--- config.mk ---
export PLATFORM = sky130hd
export DESIGN_NAME = dwct_top
export DESIGN_NICKNAME = d
export VERILOG_FILES = /design/src/logic/dwct_pkg.sv /design/src/logic/dwct_cal_if.sv /design/src/logic/dwct_cal.sv /design/src/logic/dwct_counter.sv /design/src/logic/dwct_top.sv
export SDC_FILE = /design/constraint.sdc
export NUM_CORES = 1
export LEC_CHECK = 0
export BUFFER_PORTS_ARGS = -buffer_cell sky130_fd_sc_hd__buf_4
export CAP_MARGIN = 10
export CORE_MARGIN = 4
export CORE_UTILIZATION = 60
export CTS_CLUSTER_SIZE = 24
export DETAILED_ROUTE_END_ITERATION = 10
export PLACE_DENSITY = 0.78
export SYNTH_ARGS = -nofsm -noshare
export SYNTH_HDL_FRONTEND = slang
export SYNTH_SLANG_ARGS = --single-unit
--- constraint.sdc ---
create_clock -name clk -period 26.7 [get_ports clk]
set_clock_uncertainty 0.2 [all_clocks]
set_input_delay 5.34 -clock clk [delete_from_list [all_inputs] [get_ports clk]]
set_output_delay 5.34 -clock clk [all_outputs]
set_load 0.01 [all_outputs]
--- src/logic/dwct_pkg.sv ---
`default_nettype none
package dwct_pkg;
  // ==========================================================
  // counter geometry
  localparam int CNT_W = 41;
  localparam int LO_W = 32;
  localparam int HI_W = 9;
  localparam int NUM_TIMERS = 2;
  localparam int CAL_W = 16;
  localparam int RES_W = 32;

  // ==========================================================
  // clock figures
  localparam int SLOW_HZ = 32000;
  localparam int PERIPH_HZ = 16000000;
  localparam int NOMINAL_RATIO = PERIPH_HZ / SLOW_HZ;
  localparam logic [15:0] BASIC_CAL_TICKS = 16'h0014;

  // ==========================================================
  // register offsets (byte addresses)
  localparam logic [7:0] OFS_CTRL = 8'h00;
  localparam logic [7:0] OFS_IEN = 8'h04;
  localparam logic [7:0] OFS_START_LO = 8'h08;
  localparam logic [7:0] OFS_START_HI = 8'h0C;
  localparam logic [7:0] OFS_CNT0_LO = 8'h10;
  localparam logic [7:0] OFS_CNT0_HI = 8'h14;
  localparam logic [7:0] OFS_CNT1_LO = 8'h18;
  localparam logic [7:0] OFS_CNT1_HI = 8'h1C;
  localparam logic [7:0] OFS_ACTIVE = 8'h20;
  localparam logic [7:0] OFS_FIRED = 8'h24;
  localparam logic [7:0] OFS_CAL_TICKS = 8'h28;
  localparam logic [7:0] OFS_CAL_RESULT = 8'h2C;
  localparam logic [7:0] OFS_INT_STATUS = 8'h30;
  localparam logic [7:0] OFS_INT_MASK = 8'h34;

  // ==========================================================
  // field positions
  localparam int CTRL_START_POS = 0;
  localparam int CTRL_STOP_POS = 2;
  localparam int CTRL_CAL_BASIC_POS = 4;
  localparam int CTRL_CAL_ENH_POS = 5;
  localparam int IEN_SEL_POS = 8;
  localparam int CAL_BUSY_POS = 31;
  localparam int INT_CAL_POS = 2;
  localparam int INT_W = 3;

  // ==========================================================
  // values after reset and at rollover
  localparam logic [CNT_W-1:0] ROLL_VALUE = 41'h1FFFFFFFFFF;
  localparam logic [CAL_W-1:0] CAL_TICKS_RESET = 16'h0014;
  localparam logic [INT_W-1:0] INT_MASK_RESET = 3'h0;
endpackage
`default_nettype wire

--- src/logic/dwct_cal_if.sv ---
`default_nettype none
interface dwct_cal_if;
  logic slow_tick;
  logic periph_tick;
  logic req;
  logic [15:0] ticks;
  logic busy;
  logic done;
  logic [31:0] result;
  modport top (output slow_tick, output periph_tick, output req, output ticks,
    input busy, input done, input result);
  modport cal (input slow_tick, input periph_tick, input req, input ticks,
    output busy, output done, output result);
endinterface
`default_nettype wire

--- src/logic/dwct_cal.sv ---
`default_nettype none
module dwct_cal (
  // clock and reset
  input wire logic clk,
  input wire logic rst,
  input wire logic ce,
  // link to the register side
  dwct_cal_if.cal cal
);
  typedef enum logic [1:0] {
    CAL_IDLE = 2'h0,
    CAL_ALIGN = 2'h1,
    CAL_RUN = 2'h3
  } dwct_cal_e;

  typedef struct packed {
    dwct_cal_e state;
    logic [15:0] left;
    logic [31:0] fast;
    logic [31:0] result;
    logic done;
  } dwct_cal_s;

  dwct_cal_s r;
  dwct_cal_s next_r;

  always_comb
  begin
    next_r = r;
    next_r.done = 1'b0;
    case (r.state)
      CAL_IDLE:
      begin
        if (cal.req)
        begin
          next_r.left = cal.ticks;
          next_r.fast = '0;
          next_r.state = CAL_ALIGN;
        end
      end
      // start on a slow edge so the window spans whole periods
      CAL_ALIGN:
      begin
        if (cal.slow_tick)
          next_r.state = (r.left == '0) ? CAL_IDLE : CAL_RUN;
        if (cal.slow_tick && r.left == '0)
        begin
          next_r.result = '0;
          next_r.done = 1'b1;
        end
      end
      CAL_RUN:
      begin
        if (cal.periph_tick)
          next_r.fast = r.fast + 32'h00000001;
        if (cal.slow_tick)
        begin
          next_r.left = r.left - 16'h0001;
          if (r.left == 16'h0001)
          begin
            next_r.result = next_r.fast;
            next_r.done = 1'b1;
            next_r.state = CAL_IDLE;
          end
        end
      end
      default:
      begin
        next_r.state = CAL_IDLE;
      end
    endcase
  end

  always_ff @(posedge clk or posedge rst)
  begin
    if (rst)
      r <= '{state: CAL_IDLE, default: '0};
    else if (ce)
      r <= next_r;
  end

  assign cal.busy = (r.state != CAL_IDLE);
  assign cal.done = r.done;
  assign cal.result = r.result;
endmodule
`default_nettype wire

--- src/logic/dwct_counter.sv ---
`default_nettype none
module dwct_counter #(
  parameter int WIDTH = dwct_pkg::CNT_W
) (
  // clock and reset
  input wire logic clk,
  input wire logic rst,
  input wire logic ce,
  // control
  input wire logic tick,
  input wire logic start,
  input wire logic stop,
  input wire logic [WIDTH-1:0] load,
  // state
  output logic [WIDTH-1:0] count,
  output logic active,
  output logic fire
);
  typedef struct packed {
    logic [WIDTH-1:0] count;
    logic active;
    logic fire;
  } dwct_cnt_s;

  dwct_cnt_s r;
  dwct_cnt_s next_r;

  always_comb
  begin
    next_r = r;
    next_r.fire = 1'b0;
    if (stop)
    begin
      next_r.active = 1'b0;
    end
    else if (start)
    begin
      next_r.count = load;
      next_r.active = 1'b1;
    end
    else if (r.active && tick)
    begin
      if (r.count == '0)
      begin
        next_r.count = {WIDTH{1'b1}};
        next_r.fire = 1'b1;
      end
      else
      begin
        next_r.count = r.count - 1'b1;
      end
    end
  end

  always_ff @(posedge clk or posedge rst)
  begin
    if (rst)
      r <= '0;
    else if (ce)
      r <= next_r;
  end

  assign count = r.count;
  assign active = r.active;
  assign fire = r.fire;
endmodule
`default_nettype wire

--- src/logic/dwct_top.sv ---
// Behaviour
// - on start load count, decrement per slow tick; at zero fire, reload ones
// - start count is in slow-clock periods; seconds equal count over 32000
// - stopping a timer keeps its stored interrupt-enable setting
// - the live 41-bit count reads without disturbing the counter
// - full-width start enables the upper nine bits as well as the low 32
// - active bitmap with one bit per timer; both may run together
// - active bit survives rollover and clears only on stop
// - fired bit latched per timer at zero pass; reading the bitmap clears all
// - basic calibration uses timer 0 over twenty slow periods
// - basic result is 10000 at exact 32kHz; larger means slower
// - enhanced calibration counts peripheral ticks over a 16-bit slow count
// - expiry wakes only if the interrupt was enabled at start
// - writing a running timer's interrupt enable stops that timer
// - an explicit stop raises no interrupt
//
// Our own choices: the register addresses and the Wishbone register port.
`default_nettype none
module dwct_top (
  // clock, reset, enable
  input wire logic clk,
  input wire logic rst,
  input wire logic ce,
  // wishbone slave
  input wire logic wb_cyc_i,
  input wire logic wb_stb_i,
  input wire logic wb_we_i,
  input wire logic [7:0] wb_adr_i,
  input wire logic [3:0] wb_sel_i,
  input wire logic [31:0] wb_dat_i,
  output logic [31:0] wb_dat_o,
  output logic wb_ack_o,
  // clock pins
  input wire logic slow_clk_pin,
  input wire logic periph_clk_pin,
  // events
  output logic irq,
  output logic wake
);
  localparam int NT = dwct_pkg::NUM_TIMERS;

  typedef struct packed {
    logic [2:0] slow_sync;
    logic slow_lvl;
    logic slow_tick;
    logic [2:0] per_sync;
    logic per_lvl;
    logic per_tick;
    logic [NT-1:0] ien;
    logic [NT-1:0] armed;
    logic [31:0] start_lo;
    logic [8:0] start_hi;
    logic [8:0] snap0;
    logic [8:0] snap1;
    logic [NT-1:0] fired;
    logic [NT-1:0] start;
    logic [NT-1:0] stop;
    logic cal_req;
    logic [15:0] cal_len;
    logic [15:0] cal_ticks;
    logic [2:0] int_st;
    logic [2:0] int_mask;
    logic ack;
    logic [31:0] dat;
    logic irq;
    logic wake;
  } dwct_top_s;

  dwct_top_s r;
  dwct_top_s next_r;
  logic [dwct_pkg::CNT_W-1:0] cnt [NT];
  logic [NT-1:0] active;
  logic [NT-1:0] fire;

  dwct_cal_if cal_link ();

  // ==========================================================
  // helpers
  function automatic logic [31:0] merge(input logic [31:0] old, input logic [31:0] wr,
    input logic [3:0] sel);
    logic [31:0] res;
    res = old;
    for (int b = 0; b < 4; b++)
      if (sel[b])
        res[8*b +: 8] = wr[8*b +: 8];
    return res;
  endfunction

  function automatic logic stable_level(input logic [2:0] sync, input logic lvl);
    stable_level = (sync[1] == sync[2]) ? sync[2] : lvl;
  endfunction

  // ==========================================================
  // timers
  for (genvar i = 0; i < NT; i++)
  begin : g_timer
    dwct_counter #(.WIDTH(dwct_pkg::CNT_W)) u_cnt (
      .clk(clk),
      .rst(rst),
      .ce(ce),
      .tick(r.slow_tick),
      .start(r.start[i]),
      .stop(r.stop[i]),
      .load({r.start_hi, r.start_lo}),
      .count(cnt[i]),
      .active(active[i]),
      .fire(fire[i])
    );
  end

  // ==========================================================
  // calibration
  assign cal_link.slow_tick = r.slow_tick;
  assign cal_link.periph_tick = r.per_tick;
  assign cal_link.req = r.cal_req;
  assign cal_link.ticks = r.cal_len;

  dwct_cal u_cal (
    .clk(clk),
    .rst(rst),
    .ce(ce),
    .cal(cal_link.cal)
  );

  // ==========================================================
  // next state
  always_comb
  begin
    logic acc;
    logic [31:0] wv;
    acc = wb_cyc_i & wb_stb_i & ~r.ack;
    wv = '0;
    next_r = r;
    next_r.ack = acc;
    next_r.dat = '0;
    next_r.start = '0;
    next_r.stop = '0;
    next_r.cal_req = 1'b0;
    // three-stage pin synchronisers, a change counts once stages two and three agree
    next_r.slow_sync = {r.slow_sync[1:0], slow_clk_pin};
    next_r.slow_lvl = stable_level(r.slow_sync, r.slow_lvl);
    next_r.slow_tick = next_r.slow_lvl & ~r.slow_lvl;
    next_r.per_sync = {r.per_sync[1:0], periph_clk_pin};
    next_r.per_lvl = stable_level(r.per_sync, r.per_lvl);
    next_r.per_tick = next_r.per_lvl & ~r.per_lvl;
    if (acc && !wb_we_i)
    begin
      case (wb_adr_i)
        dwct_pkg::OFS_IEN: next_r.dat = {30'h0, r.ien};
        dwct_pkg::OFS_START_LO: next_r.dat = r.start_lo;
        dwct_pkg::OFS_START_HI: next_r.dat = {23'h0, r.start_hi};
        dwct_pkg::OFS_CNT0_LO:
        begin
          next_r.dat = cnt[0][31:0];
          next_r.snap0 = cnt[0][40:32];
        end
        dwct_pkg::OFS_CNT0_HI: next_r.dat = {23'h0, r.snap0};
        dwct_pkg::OFS_CNT1_LO:
        begin
          next_r.dat = cnt[1][31:0];
          next_r.snap1 = cnt[1][40:32];
        end
        dwct_pkg::OFS_CNT1_HI: next_r.dat = {23'h0, r.snap1};
        dwct_pkg::OFS_ACTIVE: next_r.dat = {30'h0, active};
        dwct_pkg::OFS_FIRED:
        begin
          next_r.dat = {30'h0, r.fired};
          next_r.fired = '0;
        end
        dwct_pkg::OFS_CAL_TICKS: next_r.dat = {16'h0, r.cal_ticks};
        dwct_pkg::OFS_CAL_RESULT:
        begin
          next_r.dat = cal_link.result;
          next_r.dat[dwct_pkg::CAL_BUSY_POS] = cal_link.busy;
        end
        dwct_pkg::OFS_INT_STATUS: next_r.dat = {29'h0, r.int_st};
        dwct_pkg::OFS_INT_MASK: next_r.dat = {29'h0, r.int_mask};
        default: next_r.dat = '0;
      endcase
    end
    if (acc && wb_we_i)
    begin
      case (wb_adr_i)
        dwct_pkg::OFS_CTRL:
        begin
          wv = merge(32'h0, wb_dat_i, wb_sel_i);
          for (int i = 0; i < NT; i++)
          begin
            if (wv[dwct_pkg::CTRL_STOP_POS + i])
              next_r.stop[i] = 1'b1;
            else if (wv[dwct_pkg::CTRL_START_POS + i] && !(i == 0 && cal_link.busy))
            begin
              next_r.start[i] = 1'b1;
              next_r.armed[i] = r.ien[i];
            end
          end
          if (!cal_link.busy && !active[0])
          begin
            if (wv[dwct_pkg::CTRL_CAL_BASIC_POS])
            begin
              next_r.cal_req = 1'b1;
              next_r.cal_len = dwct_pkg::BASIC_CAL_TICKS;
            end
            else if (wv[dwct_pkg::CTRL_CAL_ENH_POS])
            begin
              next_r.cal_req = 1'b1;
              next_r.cal_len = r.cal_ticks;
            end
          end
        end
        dwct_pkg::OFS_IEN:
        begin
          wv = merge(32'h0, wb_dat_i, wb_sel_i);
          for (int i = 0; i < NT; i++)
          begin
            if (wv[dwct_pkg::IEN_SEL_POS + i])
            begin
              next_r.ien[i] = wv[i];
              next_r.stop[i] = active[i];
            end
          end
        end
        dwct_pkg::OFS_START_LO: next_r.start_lo = merge(r.start_lo, wb_dat_i, wb_sel_i);
        dwct_pkg::OFS_START_HI:
        begin
          wv = merge({23'h0, r.start_hi}, wb_dat_i, wb_sel_i);
          next_r.start_hi = wv[8:0];
        end
        dwct_pkg::OFS_CAL_TICKS:
        begin
          wv = merge({16'h0, r.cal_ticks}, wb_dat_i, wb_sel_i);
          next_r.cal_ticks = wv[15:0];
        end
        dwct_pkg::OFS_INT_STATUS:
        begin
          wv = merge(32'h0, wb_dat_i, wb_sel_i);
          next_r.int_st = r.int_st & ~wv[2:0];
        end
        dwct_pkg::OFS_INT_MASK:
        begin
          wv = merge({29'h0, r.int_mask}, wb_dat_i, wb_sel_i);
          next_r.int_mask = wv[2:0];
        end
        default: next_r.ack = acc;
      endcase
    end
    // events set after clears so a simultaneous set wins
    next_r.fired = next_r.fired | fire;
    next_r.int_st[NT-1:0] = next_r.int_st[NT-1:0] | (fire & r.armed);
    next_r.int_st[dwct_pkg::INT_CAL_POS] = next_r.int_st[dwct_pkg::INT_CAL_POS] | cal_link.done;
    next_r.irq = |(next_r.int_st & next_r.int_mask);
    next_r.wake = |(fire & r.armed);
  end

  // ==========================================================
  // state register
  always_ff @(posedge clk or posedge rst)
  begin
    if (rst)
      r <= '{cal_ticks: dwct_pkg::CAL_TICKS_RESET, int_mask: dwct_pkg::INT_MASK_RESET,
        default: '0};
    else if (ce)
      r <= next_r;
  end

  assign wb_dat_o = r.dat;
  assign wb_ack_o = r.ack;
  assign irq = r.irq;
  assign wake = r.wake;
endmodule
`default_nettype wire

==> run metrics <==
combinational share of power 12.2%; crit path kind in2reg; R2R Setup Slk 22.69 ns; initial drt markers 2,569; Via Count 15,700; initial core utilization 61.4%; Critical Path Fanout Max 33; worst r2r path cells 6; routed wire length 53,400 um; DRT met1 WL 21,100 um; met3 WL 6260 um; top_reg_cell synth dfrtp_1; DIE HEIGHT 177 um; TritonCTS Buffers 36; Final ANT Viol Nets 0; Worst R2R Start g_timer[0].u_cnt.count[32]$_DFFE_PP0P_; top sig layer met4; die footprint 0.0314 sq mm; share of power burned in registers 45.9%; Max Slew Vio Count 0; # IOs 87; cell area power density 60.7 mW/mm^2; FILL cells 2,193; met2 WL post-DR 23,500 um; Post-DP HPWL 36,900 um; initial antenna violation count 0; global route total overflow 0; critical path launch point wb_adr_i[5]; antenna cells 0; Critical Path AT 8.36 ns; hold_ws 0.289 ns; worst reg2reg endpoint g_timer[0].u_cnt.count[35]$_DFFE_PP0P_; GRT Total Usage 33.6%; most common cell in the netlist dfrtp_1; Post-synth top cells 318 x dfrtp_1, 192 x nand2_1, 181 x o21ai_0; clk slew on worst S/H paths 0.06 ns; average vias per placed instance 7.00; Worst setup endpoint cal_link.ticks[10]$_DFFE_PP0P_; Lkg Pwr 8.11 nW; maxcap violations 0; Core Footprint 0.0280 sq mm; Yosys cell types 71; Setup crit start kind input port; hold path depth 1; drt wl/cell 23.8 um; vias in the first global route 14,700; Worst-Margin Slew 1.25 ns; period utilization 30.8%; register bit total from synthesis 320; Area contributors post-synth dfrtp_1 46%, o21ai_0 5.3%, mux2_2 5.0%, nand2_1 4.2%, a21oi_1 3.8%; switch share 28.1%; Net Count, Synth 1,900; P_int 0.834 mW; post-CTS sizing 0; hold buffer count at CTS 0; Worst Setup End Kind flop; clk sink count 320; Slew headroom 16.8%; peak supply drop 48.9 uV; Net Sw Power 0.326 mW; Syn Inst Count 1,840; port bufs 86; register area 0.00801 sq mm; pin count of the biggest net entering global routing 114; setup TNS 0 ns; P&R area growth vs syn 11.1%; H-tree depth 2; clock share of power 41.9%; GPL Wtd Cong 1.01; first-pass GRT wire length 83,800 um; Finish-stage setup viols 0; DR DRC count 0; sequential area share after synthesis 46.6%; worst path required time 26.85 ns; Avg Inst Size Synth 9.35 sq um; status completed; RSZ-0062 raised after global routing false; layout cell share with drive strength beyond 1 15.4%; nets 1,898; CTS Buffer Depth 3; # Post-CTS Setup Buffers 0; EDFF count, synth 0; CTS tree done; DRT Pass-1 Iters 8; die width 177 um; fin crit period 8.21 ns; multi-input logic area 0.00820 sq mm; Cell Area, Synth 0.0172 sq mm; Yosys top cell by area dfrtp_1; Core Rows 61; FFs w/ async S/R, synth 100%; worst skew pair latency 0.52 ns; kind of path behind the tightest hold check reg2reg; Max Fclk 0.122 GHz; Final Hold Fails 0; clk root buf clkbuf_16; Tot Pwr 1.16 mW; Yosys warnings 0; area fraction of the dominant cell type after synthesis 46.3%
## worst min path at each step
stage | startpoint | to | slack (ns)
after floorplan | cal_link.ticks[15]$_DFFE_PP0P_ | cal_link.ticks[15]$_DFFE_PP0P_ | 0.24
after global placement | u_cal.cal.result[9]$_DFFE_PP0P_ | u_cal.cal.result[9]$_DFFE_PP0P_ | 0.27
after detailed placement | u_cal.cal.result[9]$_DFFE_PP0P_ | u_cal.cal.result[9]$_DFFE_PP0P_ | 0.28
after CTS | u_cal.cal.result[9]$_DFFE_PP0P_ | u_cal.cal.result[9]$_DFFE_PP0P_ | 0.29
after global routing | u_cal.cal.result[9]$_DFFE_PP0P_ | u_cal.cal.result[9]$_DFFE_PP0P_ | 0.31
final | wb_dat_o[23]$_DFFE_PP0P_ | wb_dat_o[23]$_DFFE_PP0P_ | 0.29
## registers in the layout, indices dropped and copies added (netlist names), 2 cells and up
register / cells
cal_link.ticks: 16
g_timer.u_cnt.active: 2
g_timer.u_cnt.count: 82
g_timer.u_cnt.fire: 2
next_r: 4
r: 95
u_cal.cal.result: 31
u_cal.r: 49
wb_dat_o: 32
## logic make-up (layout without fill, tap and decap cells)
| kind of cell | count (synthesis) | count (layout) | share of synthesized area, % |
|---|---|---|---|
| and+or+nand+nor | 529 | 529 | 15.3 |
| xor gates and xnor gates | 30 | 30 | 1.53 |
| muxes | 93 | 93 | 6.12 |
| buffers and inverters | 245 | 268 | 6.05 |
| DFF | 320 | 320 | 46.6 |
| adders and majority gates | 8 | 8 | 0.582 |
| AOI/OAI and AO/OA | 615 | 615 | 23.9 |
## layout make-up
class | count | area share (%)
multi-input combinational | 1275 | 42.9
clock inverter | 18 | 0.720
inverter | 88 | 1.77
timing repair buffer | 117 | 4.94
clock buffer | 45 | 5.26
tap | 378 | 2.48
sequential | 320 | 41.9
## power by group through the flow
| stage | registers [mW] | clock network [mW] | logic [mW] |
|---|---|---|---|
| after floorplan | 0.530 | 0 | 0.103 |
| after global placement | 0.538 | 0 | 0.131 |
| after detailed placement | 0.539 | 0 | 0.136 |
| after CTS | 0.531 | 0.489 | 0.137 |
| after global routing | 0.535 | 0.510 | 0.158 |
| final | 0.532 | 0.486 | 0.142 |
## critical path, stage by stage
cell and delay (ns):
buf_4 0.16, nor4_2 1.05, nand2_1 0.29, or3_1 0.39
or3_1 0.79, nand2_1 0.20, o21ai_0 0.12
## per-stage QoR
step | std cells | worst slack (ns) | utilization (%) | instance area, sq um
after floorplan | 1840 | 12.31 | - | 17200
after global placement | 2173 | 18.05 | 63.8 | 17900
after detailed placement | 2173 | 17.85 | 63.8 | 17900
after CTS | 2236 | 18.38 | 67.8 | 19000
after global routing | 2241 | 18.35 | 68.2 | 19100
final | 2241 | 18.49 | 68.2 | 19100
## layout by cell type (no fill, tap or decap), types with 8 or more instances in the layout
cell       instances
a22o_1            14
dfrtp_1          318
nand2_1          192
buf_4            112
or3_1             18
and3_1            10
o31ai_1           24
clkinv_2          10
a31oi_1           11
o22ai_1           19
clkbuf_16         37
inv_1             85
mux2_2            77
o32a_1            13
nand3_1           48
a22oi_1           31
a32o_1            10
nor4_1            26
xnor2_1           13
a2bb2oi_1         16
o22a_1            33
a222oi_1          29
xor2_1            17
o2bb2ai_1         25
or4_1             14
o21ai_0          181
nor3_1            52
a21o_1            22
nand4_1           23
ha_1               8
a32oi_1           16
a21oi_1          129
mux2i_1           14
nor2_1            84
## layer usage
metal | global-route usage [%] | vias up
met5 | 0 | -
met4 | 14.1 | 0
met3 | 7.90 | 200
met2 | 49.8 | 998
met1 | 47.8 | 7646
li1 | - | 6834
Power figures use the tool's default switching activity.
